[config.mk]
export PLATFORM = sky130hd
export DESIGN_NAME = emi_memory_interface
export DESIGN_NICKNAME = d
export VERILOG_FILES = /design/src/emi_pkg.sv /design/src/emi_pin_sync.sv /design/src/emi_memory_interface.sv
export VERILOG_INCLUDE_DIRS = /design/src /design/src/src
export SDC_FILE = /design/constraint.sdc
export NUM_CORES = 1
export LEC_CHECK = 0
export BUFFER_PORTS_ARGS = -buffer_cell sky130_fd_sc_hd__clkbuf_2
export CORE_ASPECT_RATIO = 0.75
export CORE_MARGIN = 2
export CORE_UTILIZATION = 50
export CTS_CLUSTER_DIAMETER = 200
export DETAILED_ROUTE_END_ITERATION = 10
export PLACE_DENSITY = 0.76
export SLEW_MARGIN = 5
export SYNTH_ARGS = -nofsm -noshare
export SYNTH_HDL_FRONTEND = slang
export SYNTH_HIERARCHICAL = 1
export SYNTH_SLANG_ARGS = --single-unit
export TNS_END_PERCENT = 5
[constraint.sdc]
create_clock -name clock -period 11.96 [get_ports clock]
set_input_delay 0 -clock clock [delete_from_list [all_inputs] [get_ports clock]]
set_output_delay 0 -clock clock [all_outputs]
set_load 0.02 [all_outputs]
[src/emi_params.svh]
// Constants of the external memory interface.
// Assumes a 250 MHz clock and byte register addresses.
//
// Summary of operation
// - 32-bit data bus, also 8 and 16 wide
// - Two SDRAM banks, one select each
// - Row strobe low for activate, precharge
// - Column strobe low for read, write
// - SDRAM write strobe separates write from read
// - Byte mask high ignores lane, low enables
// - Mask bit n governs data byte n
// - Three I/O banks, one select each
// - Each I/O window spans 16KB
// - Wait low stretches static and I/O access
// - Two static banks, one select each
// - Static banks remappable by software swap bit
// - SDRAM column bits programmable 8 to 11
// - SDRAM row/column on 12:0, bank 21:20
// - Address shifted for width, except I/O
// - Output enable, byte writes for static and I/O
`ifndef EMI_PARAMS_SVH
`define EMI_PARAMS_SVH

`define EMI_OFS_SDRAM_CFG 8'h00
`define EMI_OFS_STATIC_CFG 8'h04
`define EMI_OFS_IO_CFG 8'h08
`define EMI_OFS_STATUS 8'h0C

`define EMI_SD_COL_POS 0
`define EMI_SD_WIDTH_POS 2
`define EMI_ST_ACCESS_POS 0
`define EMI_ST_WIDTH0_POS 4
`define EMI_ST_WIDTH1_POS 6
`define EMI_ST_SWAP_POS 8
`define EMI_IO_ACCESS_POS 0
`define EMI_IO_WIDTH_POS 4

`define EMI_SDRAM_CFG_RESET 32'h0000_000C
`define EMI_STATIC_CFG_RESET 32'h0000_00FF
`define EMI_IO_CFG_RESET 32'h0000_003F

`define EMI_CLK_PERIOD_NS 4
`define EMI_T_RCD_NS 20
`define EMI_T_RP_NS 20
`define EMI_T_WR_NS 15
`define EMI_RCD_CYC ((`EMI_T_RCD_NS + `EMI_CLK_PERIOD_NS - 1) / `EMI_CLK_PERIOD_NS)
`define EMI_RP_CYC ((`EMI_T_RP_NS + `EMI_CLK_PERIOD_NS - 1) / `EMI_CLK_PERIOD_NS)
`define EMI_WR_CYC ((`EMI_T_WR_NS + `EMI_CLK_PERIOD_NS - 1) / `EMI_CLK_PERIOD_NS)
`define EMI_CAS_LAT 2
`define EMI_SYNC_LAT 4
`define EMI_MIN_STROBE 5

`endif

[src/emi_pkg.sv]
// Types of the memory interface.
// Constants live in the header.
package emi_pkg;

   typedef enum logic [3:0] {
      EMI_ST_IDLE = 4'b0000,
      EMI_ST_SETUP = 4'b0001,
      EMI_ST_STROBE = 4'b0010,
      EMI_ST_RECOVER = 4'b0011,
      EMI_ST_ACTIVATE = 4'b0100,
      EMI_ST_RCD = 4'b0101,
      EMI_ST_COMMAND = 4'b0110,
      EMI_ST_LATENCY = 4'b0111,
      EMI_ST_PRECHARGE = 4'b1000,
      EMI_ST_RP = 4'b1001,
      EMI_ST_DONE = 4'b1010
   } emi_state_t;

   typedef enum logic [1:0] {
      EMI_RG_STATIC = 2'b00,
      EMI_RG_SDRAM = 2'b01,
      EMI_RG_IO = 2'b10,
      EMI_RG_NONE = 2'b11
   } emi_region_t;

   typedef struct packed {
      logic write;
      logic [25:0] addr;
      logic [31:0] wdata;
      logic [3:0] be;
   } emi_req_t;

   typedef struct packed {
      logic ras_n;
      logic cas_n;
      logic we_n;
   } emi_sdram_cmd_t;

endpackage : emi_pkg

[src/emi_pin_sync.sv]
// Three-stage pin synchroniser with agreement filter.
// Assumes an asynchronous input; output moves once stages two and three agree.
`timescale 1ns/10ps
module emi_pin_sync #(
   parameter int WIDTH = 1,
   parameter logic [WIDTH-1:0] RESET_VALUE = '0
) (
   input wire logic clock,
   input wire logic rst_n,
   input wire logic [WIDTH-1:0] pin,
   output logic [WIDTH-1:0] level
);

   logic [WIDTH-1:0] stage1;
   logic [WIDTH-1:0] stage2;
   logic [WIDTH-1:0] stage3;
   logic [WIDTH-1:0] agree;

   // Per bit, so a settled lane is not held back by a moving one
   assign agree = ~(stage2 ^ stage3);

   always_ff @(posedge clock or negedge rst_n)
   begin
      if (!rst_n)
      begin
         stage1 <= RESET_VALUE;
         stage2 <= RESET_VALUE;
         stage3 <= RESET_VALUE;
         level <= RESET_VALUE;
      end
      else
      begin
         stage1 <= pin;
         stage2 <= stage1;
         stage3 <= stage2;
         level <= (stage3 & agree) | (level & ~agree);
      end
   end

endmodule : emi_pin_sync

[src/emi_memory_interface.sv]
// External memory interface: SDRAM, static memory and memory-mapped I/O banks on shared pins.
// Assumes a single 250 MHz clock, a plain config register port and a one-at-a-time request port.
//
// The register offsets and the strobed register port were left to the implementer.
`timescale 1ns/10ps
`include "emi_params.svh"
module emi_memory_interface
   import emi_pkg::*;
(
   input wire logic clock,
   input wire logic rstn,
   input wire logic [7:0] reg_addr,
   input wire logic [31:0] reg_wdata,
   input wire logic reg_write,
   input wire logic reg_read,
   output logic [31:0] reg_rdata,
   input wire logic req_valid,
   input wire emi_req_t req,
   output logic req_ready,
   output logic resp_done,
   output logic resp_error,
   output logic [31:0] resp_rdata,
   output logic [21:0] mem_addr,
   input wire logic [31:0] data_in,
   output logic [31:0] data_out,
   output logic [31:0] data_oe,
   output logic [1:0] sdram_bank_select_n,
   output logic sdram_row_strobe_n,
   output logic sdram_column_strobe_n,
   output logic sdram_write_strobe_n,
   output logic [3:0] sdram_byte_mask,
   output logic [2:0] io_bank_select_n,
   output logic [1:0] static_bank_select_n,
   output logic [3:0] static_byte_write_n,
   output logic static_output_enable_n,
   input wire logic external_wait_n
);

   ////////////////////////////////////////////////////////////////////////////////////////////////
   // Reset release and pin synchronisers

   logic rst_meta_n;
   logic rst_n;
   logic wait_level_n;
   logic [31:0] data_sync;

   always_ff @(posedge clock or negedge rstn)
   begin
      if (!rstn)
      begin
         rst_meta_n <= 1'b0;
         rst_n <= 1'b0;
      end
      else
      begin
         rst_meta_n <= 1'b1;
         rst_n <= rst_meta_n;
      end
   end

   emi_pin_sync #(.WIDTH(1), .RESET_VALUE(1'b1)) u_wait_sync (
      .clock(clock),
      .rst_n(rst_n),
      .pin(external_wait_n),
      .level(wait_level_n)
   );

   emi_pin_sync #(.WIDTH(32), .RESET_VALUE(32'h0000_0000)) u_data_sync (
      .clock(clock),
      .rst_n(rst_n),
      .pin(data_in),
      .level(data_sync)
   );

   ////////////////////////////////////////////////////////////////////////////////////////////////
   // Configuration registers

   logic [31:0] sdram_cfg;
   logic [31:0] static_cfg;
   logic [31:0] io_cfg;
   emi_state_t state;
   logic [31:0] status_word;
   logic [31:0] read_mux;
   logic [3:0] col_bits;

   assign col_bits = 4'd8 + {2'b00, sdram_cfg[`EMI_SD_COL_POS +: 2]};
   assign status_word = {26'h000_0000, ~wait_level_n, state, state != EMI_ST_IDLE};
   assign read_mux = (reg_addr == `EMI_OFS_SDRAM_CFG) ? sdram_cfg :
                     (reg_addr == `EMI_OFS_STATIC_CFG) ? static_cfg :
                     (reg_addr == `EMI_OFS_IO_CFG) ? io_cfg :
                     (reg_addr == `EMI_OFS_STATUS) ? status_word : 32'h0000_0000;

   always_ff @(posedge clock or negedge rst_n)
   begin
      if (!rst_n)
      begin
         sdram_cfg <= `EMI_SDRAM_CFG_RESET;
         static_cfg <= `EMI_STATIC_CFG_RESET;
         io_cfg <= `EMI_IO_CFG_RESET;
         reg_rdata <= 32'h0000_0000;
      end
      else
      begin
         if (reg_write && reg_addr == `EMI_OFS_SDRAM_CFG)
            sdram_cfg <= {28'h000_0000, reg_wdata[3:0]};
         if (reg_write && reg_addr == `EMI_OFS_STATIC_CFG)
            static_cfg <= {23'h00_0000, reg_wdata[8:0]};
         if (reg_write && reg_addr == `EMI_OFS_IO_CFG)
            io_cfg <= {26'h000_0000, reg_wdata[5:0]};
         reg_rdata <= reg_read ? read_mux : 32'h0000_0000;
      end
   end

   ////////////////////////////////////////////////////////////////////////////////////////////////
   // Request decode: 16MB static, 16MB SDRAM, three 16KB I/O windows

   function automatic emi_region_t region_of(input logic [25:0] addr);
      if (addr[25:24] == 2'b00)
         return EMI_RG_STATIC;
      else if (addr[25:24] == 2'b01)
         return EMI_RG_SDRAM;
      else if (addr[25:24] == 2'b10 && addr[15:14] != 2'b11)
         return EMI_RG_IO;
      else
         return EMI_RG_NONE;
   endfunction : region_of

   emi_req_t cur;
   emi_region_t region;
   logic [1:0] beat;
   logic [4:0] cnt;
   logic [31:0] acc;
   logic cur_err;
   logic static_bank;
   logic [1:0] width_code;
   logic [1:0] shift;
   logic [1:0] last_beat;
   logic [1:0] offset;
   logic [25:0] beat_addr;
   logic [25:0] unit_addr;
   logic [3:0] width_lanes;
   logic [3:0] beat_be;
   logic [31:0] lane32;
   logic [31:0] beat_wdata;
   logic [3:0] access_cfg;
   logic [4:0] strobe_len;

   assign static_bank = cur.addr[23] ^ static_cfg[`EMI_ST_SWAP_POS];
   assign width_code = (region == EMI_RG_SDRAM) ? sdram_cfg[`EMI_SD_WIDTH_POS +: 2] :
                       (region == EMI_RG_IO) ? io_cfg[`EMI_IO_WIDTH_POS +: 2] :
                       static_bank ? static_cfg[`EMI_ST_WIDTH1_POS +: 2] :
                       static_cfg[`EMI_ST_WIDTH0_POS +: 2];
   // Reserved width code falls back to full word
   assign shift = (width_code == 2'b01) ? 2'd0 : (width_code == 2'b10) ? 2'd1 : 2'd2;
   assign last_beat = (shift == 2'd0) ? 2'd3 : (shift == 2'd1) ? 2'd1 : 2'd0;
   assign offset = 2'(beat << shift);
   assign beat_addr = {cur.addr[25:2], offset};
   assign unit_addr = beat_addr >> shift;
   assign width_lanes = (shift == 2'd0) ? 4'h1 : (shift == 2'd1) ? 4'h3 : 4'hF;
   assign beat_be = (cur.be >> offset) & width_lanes;
   assign lane32 = {{8{width_lanes[3]}}, {8{width_lanes[2]}}, {8{width_lanes[1]}}, {8{width_lanes[0]}}};
   assign beat_wdata = (cur.wdata >> {offset, 3'b000}) & lane32;
   assign access_cfg = (region == EMI_RG_IO) ? io_cfg[`EMI_IO_ACCESS_POS +: 4] :
                       static_cfg[`EMI_ST_ACCESS_POS +: 4];
   // Strobe must outlast the sync delay, or wait and read data would be seen too late
   assign strobe_len = ({1'b0, access_cfg} > 5'(`EMI_MIN_STROBE)) ? {1'b0, access_cfg} : 5'(`EMI_MIN_STROBE);

   // SDRAM row, column and bank from the width-adjusted unit address
   logic [12:0] sd_row;
   logic [12:0] sd_col;
   logic [1:0] sd_bank;
   logic [23:0] col_mask;

   assign col_mask = ~(24'hFF_FFFF << col_bits);
   assign sd_col = 13'(unit_addr[23:0] & col_mask);
   assign sd_row = 13'(unit_addr[23:0] >> col_bits);
   assign sd_bank = 2'(unit_addr[23:0] >> ({1'b0, col_bits} + 5'd13));

   ////////////////////////////////////////////////////////////////////////////////////////////////
   // Sequencer

   emi_state_t next_state;
   logic [4:0] next_cnt;
   logic [1:0] next_beat;
   logic [31:0] next_acc;
   logic sample;
   logic beat_end;

   assign req_ready = (state == EMI_ST_IDLE);
   assign sample = !cur.write && ((state == EMI_ST_STROBE && cnt >= strobe_len - 5'd1 && wait_level_n) ||
                   (state == EMI_ST_LATENCY && cnt >= 5'(`EMI_CAS_LAT + `EMI_SYNC_LAT - 1)));
   assign beat_end = (beat == last_beat);

   always_comb
   begin
      next_state = state;
      next_cnt = cnt + 5'd1;
      next_beat = beat;
      next_acc = sample ? (acc | ((data_sync & lane32) << {offset, 3'b000})) : acc;
      unique case (state)
         EMI_ST_IDLE:
         begin
            next_cnt = 5'd0;
            next_beat = 2'd0;
            if (req_valid)
            begin
               next_acc = 32'h0000_0000;
               next_state = (region_of(req.addr) == EMI_RG_NONE) ? EMI_ST_DONE :
                            (region_of(req.addr) == EMI_RG_SDRAM) ? EMI_ST_ACTIVATE : EMI_ST_SETUP;
            end
         end
         EMI_ST_SETUP:
         begin
            next_cnt = 5'd0;
            next_state = EMI_ST_STROBE;
         end
         EMI_ST_STROBE:
         begin
            // Wait low holds the strobe past the programmed time
            if (cnt >= strobe_len - 5'd1 && wait_level_n)
            begin
               next_cnt = 5'd0;
               next_state = EMI_ST_RECOVER;
            end
         end
         EMI_ST_RECOVER:
         begin
            next_cnt = 5'd0;
            next_beat = beat + 2'd1;
            next_state = beat_end ? EMI_ST_DONE : EMI_ST_SETUP;
         end
         EMI_ST_ACTIVATE:
         begin
            next_cnt = 5'd0;
            next_state = EMI_ST_RCD;
         end
         EMI_ST_RCD:
         begin
            if (cnt >= 5'(`EMI_RCD_CYC - 2))
            begin
               next_cnt = 5'd0;
               next_state = EMI_ST_COMMAND;
            end
         end
         EMI_ST_COMMAND:
         begin
            next_cnt = 5'd0;
            next_state = EMI_ST_LATENCY;
         end
         EMI_ST_LATENCY:
         begin
            if (sample || (cur.write && cnt >= 5'(`EMI_WR_CYC - 1)))
            begin
               next_cnt = 5'd0;
               next_state = EMI_ST_PRECHARGE;
            end
         end
         EMI_ST_PRECHARGE:
         begin
            next_cnt = 5'd0;
            next_state = EMI_ST_RP;
         end
         EMI_ST_RP:
         begin
            if (cnt >= 5'(`EMI_RP_CYC - 2))
            begin
               next_cnt = 5'd0;
               next_beat = beat + 2'd1;
               next_state = beat_end ? EMI_ST_DONE : EMI_ST_ACTIVATE;
            end
         end
         EMI_ST_DONE:
         begin
            next_cnt = 5'd0;
            next_state = EMI_ST_IDLE;
         end
         default:
         begin
            next_cnt = 5'd0;
            next_state = EMI_ST_IDLE;
         end
      endcase
   end

   always_ff @(posedge clock or negedge rst_n)
   begin
      if (!rst_n)
      begin
         state <= EMI_ST_IDLE;
         cnt <= 5'd0;
         beat <= 2'd0;
         acc <= 32'h0000_0000;
         cur <= '0;
         region <= EMI_RG_NONE;
         cur_err <= 1'b0;
      end
      else
      begin
         state <= next_state;
         cnt <= next_cnt;
         beat <= next_beat;
         acc <= next_acc;
         if (req_ready && req_valid)
         begin
            cur <= req;
            region <= region_of(req.addr);
            cur_err <= (region_of(req.addr) == EMI_RG_NONE);
         end
      end
   end

   always_ff @(posedge clock or negedge rst_n)
   begin
      if (!rst_n)
      begin
         resp_done <= 1'b0;
         resp_error <= 1'b0;
         resp_rdata <= 32'h0000_0000;
      end
      else
      begin
         resp_done <= (state == EMI_ST_DONE);
         resp_error <= (state == EMI_ST_DONE) && cur_err;
         if (state == EMI_ST_DONE)
            resp_rdata <= cur.write ? 32'h0000_0000 : acc;
      end
   end

   ////////////////////////////////////////////////////////////////////////////////////////////////
   // Pin drive, one cycle behind the sequencer state

   logic st_phase;
   logic sd_phase;
   logic drive;
   emi_sdram_cmd_t next_cmd;
   logic [21:0] next_addr;

   assign st_phase = (state == EMI_ST_SETUP || state == EMI_ST_STROBE || state == EMI_ST_RECOVER);
   assign sd_phase = (state >= EMI_ST_ACTIVATE && state <= EMI_ST_RP);
   assign drive = cur.write && ((st_phase && region != EMI_RG_SDRAM) || state == EMI_ST_COMMAND);
   assign next_cmd = (state == EMI_ST_ACTIVATE) ? 3'b011 :
                     (state == EMI_ST_COMMAND) ? {2'b10, ~cur.write} :
                     (state == EMI_ST_PRECHARGE) ? 3'b010 : 3'b111;
   assign next_addr = (region == EMI_RG_IO && st_phase) ? {8'h00, beat_addr[13:0]} :
                      (region == EMI_RG_STATIC && st_phase) ? unit_addr[21:0] :
                      (state == EMI_ST_ACTIVATE) ? {sd_bank, 7'h00, sd_row} :
                      (state == EMI_ST_COMMAND) ? {sd_bank, 7'h00, sd_col} :
                      (state == EMI_ST_PRECHARGE) ? 22'h00_0400 : 22'h00_0000;

   always_ff @(posedge clock or negedge rst_n)
   begin
      if (!rst_n)
      begin
         mem_addr <= 22'h00_0000;
         data_out <= 32'h0000_0000;
         data_oe <= 32'h0000_0000;
         sdram_bank_select_n <= 2'b11;
         {sdram_row_strobe_n, sdram_column_strobe_n, sdram_write_strobe_n} <= 3'b111;
         sdram_byte_mask <= 4'hF;
         io_bank_select_n <= 3'b111;
         static_bank_select_n <= 2'b11;
         static_byte_write_n <= 4'hF;
         static_output_enable_n <= 1'b1;
      end
      else
      begin
         mem_addr <= next_addr;
         data_out <= beat_wdata;
         data_oe <= drive ? lane32 : 32'h0000_0000;
         // Region holds one encoded value, so a single select at most
         sdram_bank_select_n <= ~((sd_phase && region == EMI_RG_SDRAM) ? (2'b01 << cur.addr[23]) : 2'b00);
         io_bank_select_n <= ~((st_phase && region == EMI_RG_IO) ? (3'b001 << cur.addr[15:14]) : 3'b000);
         static_bank_select_n <= ~((st_phase && region == EMI_RG_STATIC) ? (2'b01 << static_bank) : 2'b00);
         {sdram_row_strobe_n, sdram_column_strobe_n, sdram_write_strobe_n} <= next_cmd;
         sdram_byte_mask <= sd_phase ? ~beat_be : 4'hF;
         static_byte_write_n <= ~((state == EMI_ST_STROBE && cur.write) ? beat_be : 4'h0);
         static_output_enable_n <= ~(state == EMI_ST_STROBE && !cur.write);
      end
   end

endmodule : emi_memory_interface

* Yosys cells after proc, flatten, opt, wreduce, memory -nomap -nowiden
Cells that the tools add are included.
** Storage, ports and cells
- Flip-flop bits (word level) :: 410
- Latch bits :: 0
- RAM bits :: 0
- ROM bits :: 0
- Output and inout bits :: 172
- Logic and storage cells :: 210
- Memories kept :: 0
** Cells by class
- Add/subtract/negate cells :: 5
- $mul :: 0
- Divide/modulo/power cells :: 0
- Order comparisons :: 6
- Equality and inequality tests :: 31
- Shift-type cells :: 11
- Multiplexer cells :: 56
- Bitwise operators :: 26
- Reduce and logical (&&, ||, !) cells :: 36
** Operators with widths (number)
- 32-bit two-way mux :: 5
- 32-bit bitwise AND :: 4
- 22-bit two-way mux :: 4
- 32-bit inverter :: 2
- 32-bit bitwise OR :: 2
- 4-bit two-way mux :: 14
- 4-bit case mux with 10 select lines :: 1
- 32-bit by 5-bit << shifter with 32-bit output :: 1
- 32-bit by 5-bit >> shifter with 32-bit output :: 1
- 32-bit XOR :: 1
- 2-bit two-way mux :: 14
- 9-bit two-way mux :: 3
- 26-bit by 2-bit >> shifter with 24-bit output :: 1
- 24-bit by 4-bit << shifter with 13-bit output (first input constant) :: 1
- 24-bit by 4-bit >> shifter with 13-bit output :: 1
- 24-bit by 5-bit >> shifter with 2-bit output :: 1
- 1-bit logical AND :: 20
- 4-bit by 3-bit == test with 1-bit output (second input constant) :: 4
- 8-bit by 4-bit == test with 1-bit output (second input constant) :: 2
- 3-bit two-way mux :: 5
- 5-bit two-way mux :: 3
- 5-bit case mux with 3 select lines :: 1
- 13-bit bitwise AND :: 1
- 13-bit inverter :: 1
- other kinds (46) :: 78

* Longest topological paths before layout
- Depth after elaboration :: 16
- Mapped depth :: 13

* By module
The synthesis kept the hierarchy.
** Modules (own cells, without submodules)
- emi_memory_interface :: instances 1, cells each 1213, area each 12149.2 µm², sequential area each 6227.2 µm²
- emi_pin_sync at u_data_sync :: instances 1, cells each 160, area each 3563.4 µm², sequential area each 3203.1 µm²
- emi_pin_sync at u_wait_sync :: instances 1, cells each 5, area each 116.4 µm², sequential area each 105.1 µm²

* Worst setup path before layout
OpenSTA, ideal clock, no wires.
- Kind :: register -> register
- Start :: reg region[1]
- End :: reg acc[17]
- Setup time :: 0.143 ns
- Arrival time :: 3.158 ns
- Slack :: 8.659 ns
- Stages on the path, launching flop included :: 14
- Period minus slack after synthesis :: 3.301 ns
- Cells stage by stage :: dfstp_2 > clkbuf_1 > nand2b_1 > or3_1 > o31ai_1 > ha_1 > xnor2_1 > ha_1 > a21oi_1 > o21ai_0 > a41oi_1 > a2bb2oi_2 > buf_2 > a221oi_1
** On the way
- Word-level cells in the longest chain between the ends :: 15
- Elaborated cells on any way between the ends :: 28
** RTL lines
- from (decl) :: line emi_memory_interface.sv:129 : emi_region_t region;
- from (signal assigned) :: line emi_memory_interface.sv:306 : region <= region_of(req.addr);
- parallel branches: the longest is 12 deep, another holds 4-bit by 1-bit subtractor with 5-bit output
- 32-bit two-way mux * :: line emi_memory_interface.sv:199 : next_acc = sample ? (acc | ((data_sync & lane32) << {offset, 3'b000})) : acc;
- 32-bit two-way mux :: line emi_memory_interface.sv:205 : if (req_valid)
- 32-bit two-way mux * :: line emi_memory_interface.sv:200 : unique case (state)
- net next_acc[17] :: line emi_memory_interface.sv:185 : logic [31:0] next_acc;
- to (signal assigned) :: line emi_memory_interface.sv:302 : acc <= next_acc;
- to (decl) :: line emi_memory_interface.sv:132 : logic [31:0] acc;
Mark *: on every way through the listed nets, which the timed path passes.
A chain may end at the register's enable or synchronous reset.

* Worst setup path in the final report
- Start :: reg region[1]
- End :: reg acc[22]
Same word-level chain as after synthesis.

==> impl_metrics.sql <==
INSERT INTO impl_metrics (metric_group, metric, value, unit) VALUES
('drt', 'drt_first_iter_violations', '1084', ''),
('grt', 'global_route.usage.total', '24.3', '%'),
('drt', 'routed.top_layer', 'met4', ''),
('synth', 'synth_sequential_area_ratio', '60.2', '%'),
('layout', 'final_core_util', '63.1', '%'),
('clock_network', 'tritoncts', 'done', ''),
('critical_path', 'worst_path_dominant_cell_family', 'compound AO/OA/AOI/OAI gates', ''),
('critical_path', 'cp_common_cell', 'ha_1', ''),
('synth', 'syn_area', '15800', 'um2'),
('critical_path', 'cp.buffers_inverters', '0', ''),
('synth', 'synth_cells', '1378', ''),
('layout', 'layout-drive-gt1-share', '28.5', '%'),
('synth', 'synth_flop_cell', 'dfrtp_1', ''),
('critical_path', 'worst_ep_required_time', '12.31', 'ns'),
('die', 'initial_cell_density_of_the_core', '50.8', '%'),
('drt', 'antenna_violating_nets_post_route', '0', ''),
('layout', 'fin_nets', '1855', ''),
('drt', 'wl_met1', '18.0', 'mm'),
('critical_path', 'crit_path_max_incr_delay', '0.99', 'ns'),
('synth', 'synthesis.area_per_instance', '11.5', 'um2'),
('layout', 'finish.cell_count_without_fillers', '2140', ''),
('grt', 'via_count_of_the_first_global_routing_pass', '11200', ''),
('timing', 'slew_violations', '0', ''),
('drt', 'route.detailed.wl_per_inst', '18.9', 'um'),
('timing', 'final_setup_violation_count', '0', ''),
('layout', 'layout_commonest_cell', 'dfrtp_1', ''),
('drt', 'dr_total_vias', '11700', ''),
('layout', 'layout_common_cells', 'dfrtp_1 (337), nand2_1 (316), clkbuf_2 (264)', ''),
('synth', 'post_synthesis_cell_type_count', '68', ''),
('timing', 'fin_setup_tns', '0', 'ns'),
('worst_hold_path', 'type_of_the_most_critical_hold_path', 'in -> reg', ''),
('power', 'power.static_leakage', '0.00933', 'uW'),
('drt', 'detail_route.vias_per_cell', '5.47', ''),
('job', 'max_cap_check_violation_count', '0', ''),
('die', 'die_area', '33100', 'um2'),
('timing', 'grt_setup_unrepaired', 'no', ''),
('die', 'design.core.area', '31200', 'um2'),
('timing', 'timing.final.hold_violations', '0', ''),
('clock_network', 'clk_transition_reported_paths', '0.07', 'ns'),
('drt', 'wl_met2', '18.7', 'mm'),
('synth', 'async_flop_share', '100', '%'),
('clock_network', 'cts_buffers', '37', ''),
('placed_design', 'gpl.final_weighted_congestion', '0.923', ''),
('timing', 'max_slew_margin', '14.8', '%'),
('clock_network', 'number_of_h_tree_branching_levels', '2', ''),
('layout', 'syn2layout_area_growth', '24.3', '%'),
('die', 'chipHeight', '158', 'um'),
('clock_network', 'cts_num_sinks', '379', ''),
('placed_design', 'detailed_placement_wirelength_estimate', '26.0', 'mm'),
('drt', 'routed-wl-met3', '2.81', 'mm'),
('critical_path', 'timing.critical_path.fanout_max', '24', ''),
('power', 'max-vdd-ir-drop', '0.000130', 'V'),
('critical_path', 'crit_path_cell_trace', 'nand2b_1, or3_1, o31ai_1, ha_1, xnor2_1, ha_1, a21oi_1, o21ai_0, a41oi_1, a2bb2oi_2, a221oi_1', ''),
('clock_network', 'clock_insertion_delay_worst_skew', '0.54', 'ns'),
('die', 'boundaryPins', '313', ''),
('grt', 'globalRoute.totalOverflow', '0', ''),
('outcome', 'status', 'finished, final reports clean', ''),
('placed_design', 'port_buffers', '264', ''),
('timing', 'achievable-frequency', '235', 'MHz'),
('synth', 'yosys_register_bits', '379', ''),
('die', 'dieWidth', '209', 'um'),
('grt', 'grt_antenna_before_repair', '2', ''),
('clock_network', 'cts.path.max_buffers', '3', ''),
('synth', 'post_synth_edffs', '0', ''),
('critical_path', 'critical_path_sink_type', 'register', ''),
('clock_network', 'cts_root_buffer', 'clkbuf_16', ''),
('grt', 'wire_length_of_the_first_global_routing_pass', '62.6', 'mm'),
('timing', 'fin_worst_skew', '0.0147', 'ns'),
('power', 'power', '4500', 'uW'),
('critical_path', 'crit_type', 'reg -> reg', ''),
('timing', 'hold_slack', '0.0377', 'ns');
synthesized netlist by cell type (11+ instances only):
library cell  instances  area share, %
a22oi_1              12           0.57
nand4_1              11           0.43
o31ai_1              28            1.3
maj3_2               33            2.3
o21ai_0              38            1.2
and2_1               19           0.75
nand3_1              23           0.73
inv_1                34           0.81
dfrtp_1             338             53
a31oi_1              19           0.75
buf_4                57            2.7
nor2b_1              15           0.59
and3_1               13           0.51
mux2i_1              38            2.4
a221oi_1             18            1.0
mux4_2               27            3.8
clkbuf_1             39           0.92
nand2_1             318            7.5
a21oi_1              33            1.0
mux2_2               32            2.3
dfstp_2              41            6.8
buf_2                29           0.92
nor2_1               50            1.2
worst register-to-register path: cells and delay by family (launching register included):
kind                     cells  cell delay, ns
AO/OA/AOI/OAI                6            2.17
XOR/XNOR                     1            0.12
adder cells (fa/ha/maj)      2            0.50
flip-flops                   1            0.69
AND/OR/NAND/NOR              2            0.59
power by group:
group | internal (uW) | switching [uW]
logic | 543 | 899
clock network | 768 | 504
registers | 1550 | 237
final timing paths:
| path | startpoint | end | slack [ns] | depth (start not counted) |
|---|---|---|---|---|
| worst max register to register | region[1]$_DFFE_PN1P_ | acc[22]$_DFF_PN0_ | 7.70 | 11 |
| max in group asynchronous | rst_n$_DFF_PN0_ | data_oe[7]$_DFF_PN0_ | 9.31 | 2 |
| worst max-delay path | region[1]$_DFFE_PN1P_ | acc[22]$_DFF_PN0_ | 7.70 | 11 |
| worst min register to register | u_data_sync/stage1[10]$_DFF_PN0_ | u_data_sync/stage2[10]$_DFF_PN0_ | 0.34 | 0 |
| worst min-delay path | reg_addr[0] | sdram_cfg[0]$_DFFE_PN0P_ | 0.04 | 5 |
| min in group asynchronous | rstn | rst_n$_DFF_PN0_ | 0.31 | 3 |
what timing repair did:
| action | 4_1_cts | 5_1_grt |
|---|---|---|
| hold buffers | 117 | 0 |
| endpoints found under the setup margin | 0 | 0 |
| endpoints found under the hold margin | 128 | 0 |
| gates resized for setup | 0 | 0 |
logic make-up (layout without fill, tap and decap cells):
family                   count (synthesis)  count (layout)  share of synthesized area, %
AO/OA/AOI/OAI                          195             195                          8.43
XOR/XNOR                                 9               9                         0.498
adder cells (fa/ha/maj)                 43              43                          3.14
buffers and inverters                  163             494                          5.45
flip-flops                             379             379                          60.2
multiplexers                            97              97                          8.52
other                                    2              27                        0.0474
AND/OR/NAND/NOR                        490             490                          13.7
state kept, by name, summed over array words and instances, names as in the netlist, 3 cells and up, named ones only:
register and count:
u_data_sync/stage2 32, io_cfg 6, cnt 5, io_bank_select_n 3
acc 32, data_oe 3, beat_addr 24, cur 37
static_cfg 9, data_out 32, sdram_byte_mask 4, sdram_cfg 4
state 4, u_data_sync/stage3 32, reg_rdata 9, static_byte_write_n 4
resp_rdata 32, mem_addr 22, u_data_sync/stage1 32
metrics by stage:
step	worst slack [ns]	area, um2
floorplan	0.686	15900
detailed placement	7.80	17100
CTS	7.80	19700
finish	7.70	19700
global route	7.47	19700
global placement	7.90	17100
per-layer routing:
layer,vias to the layer above,track usage [%]
met5,-,0
met4,0,7.06
met3,67,4.05
met2,519,37.8
met1,5807,35.5
li1,5314,-
final cells by class:
type	count	area, um2
clock inverter	17	283
clock buffer	50	1070
inverter	35	131
antenna	2	5.00
multi-input combinational	859	5540
sequential	379	9540
timing repair buffer	392	2590
tap	406	508
fill	2360	11500
No activity file was read; power rests on OpenSTA's default activity.
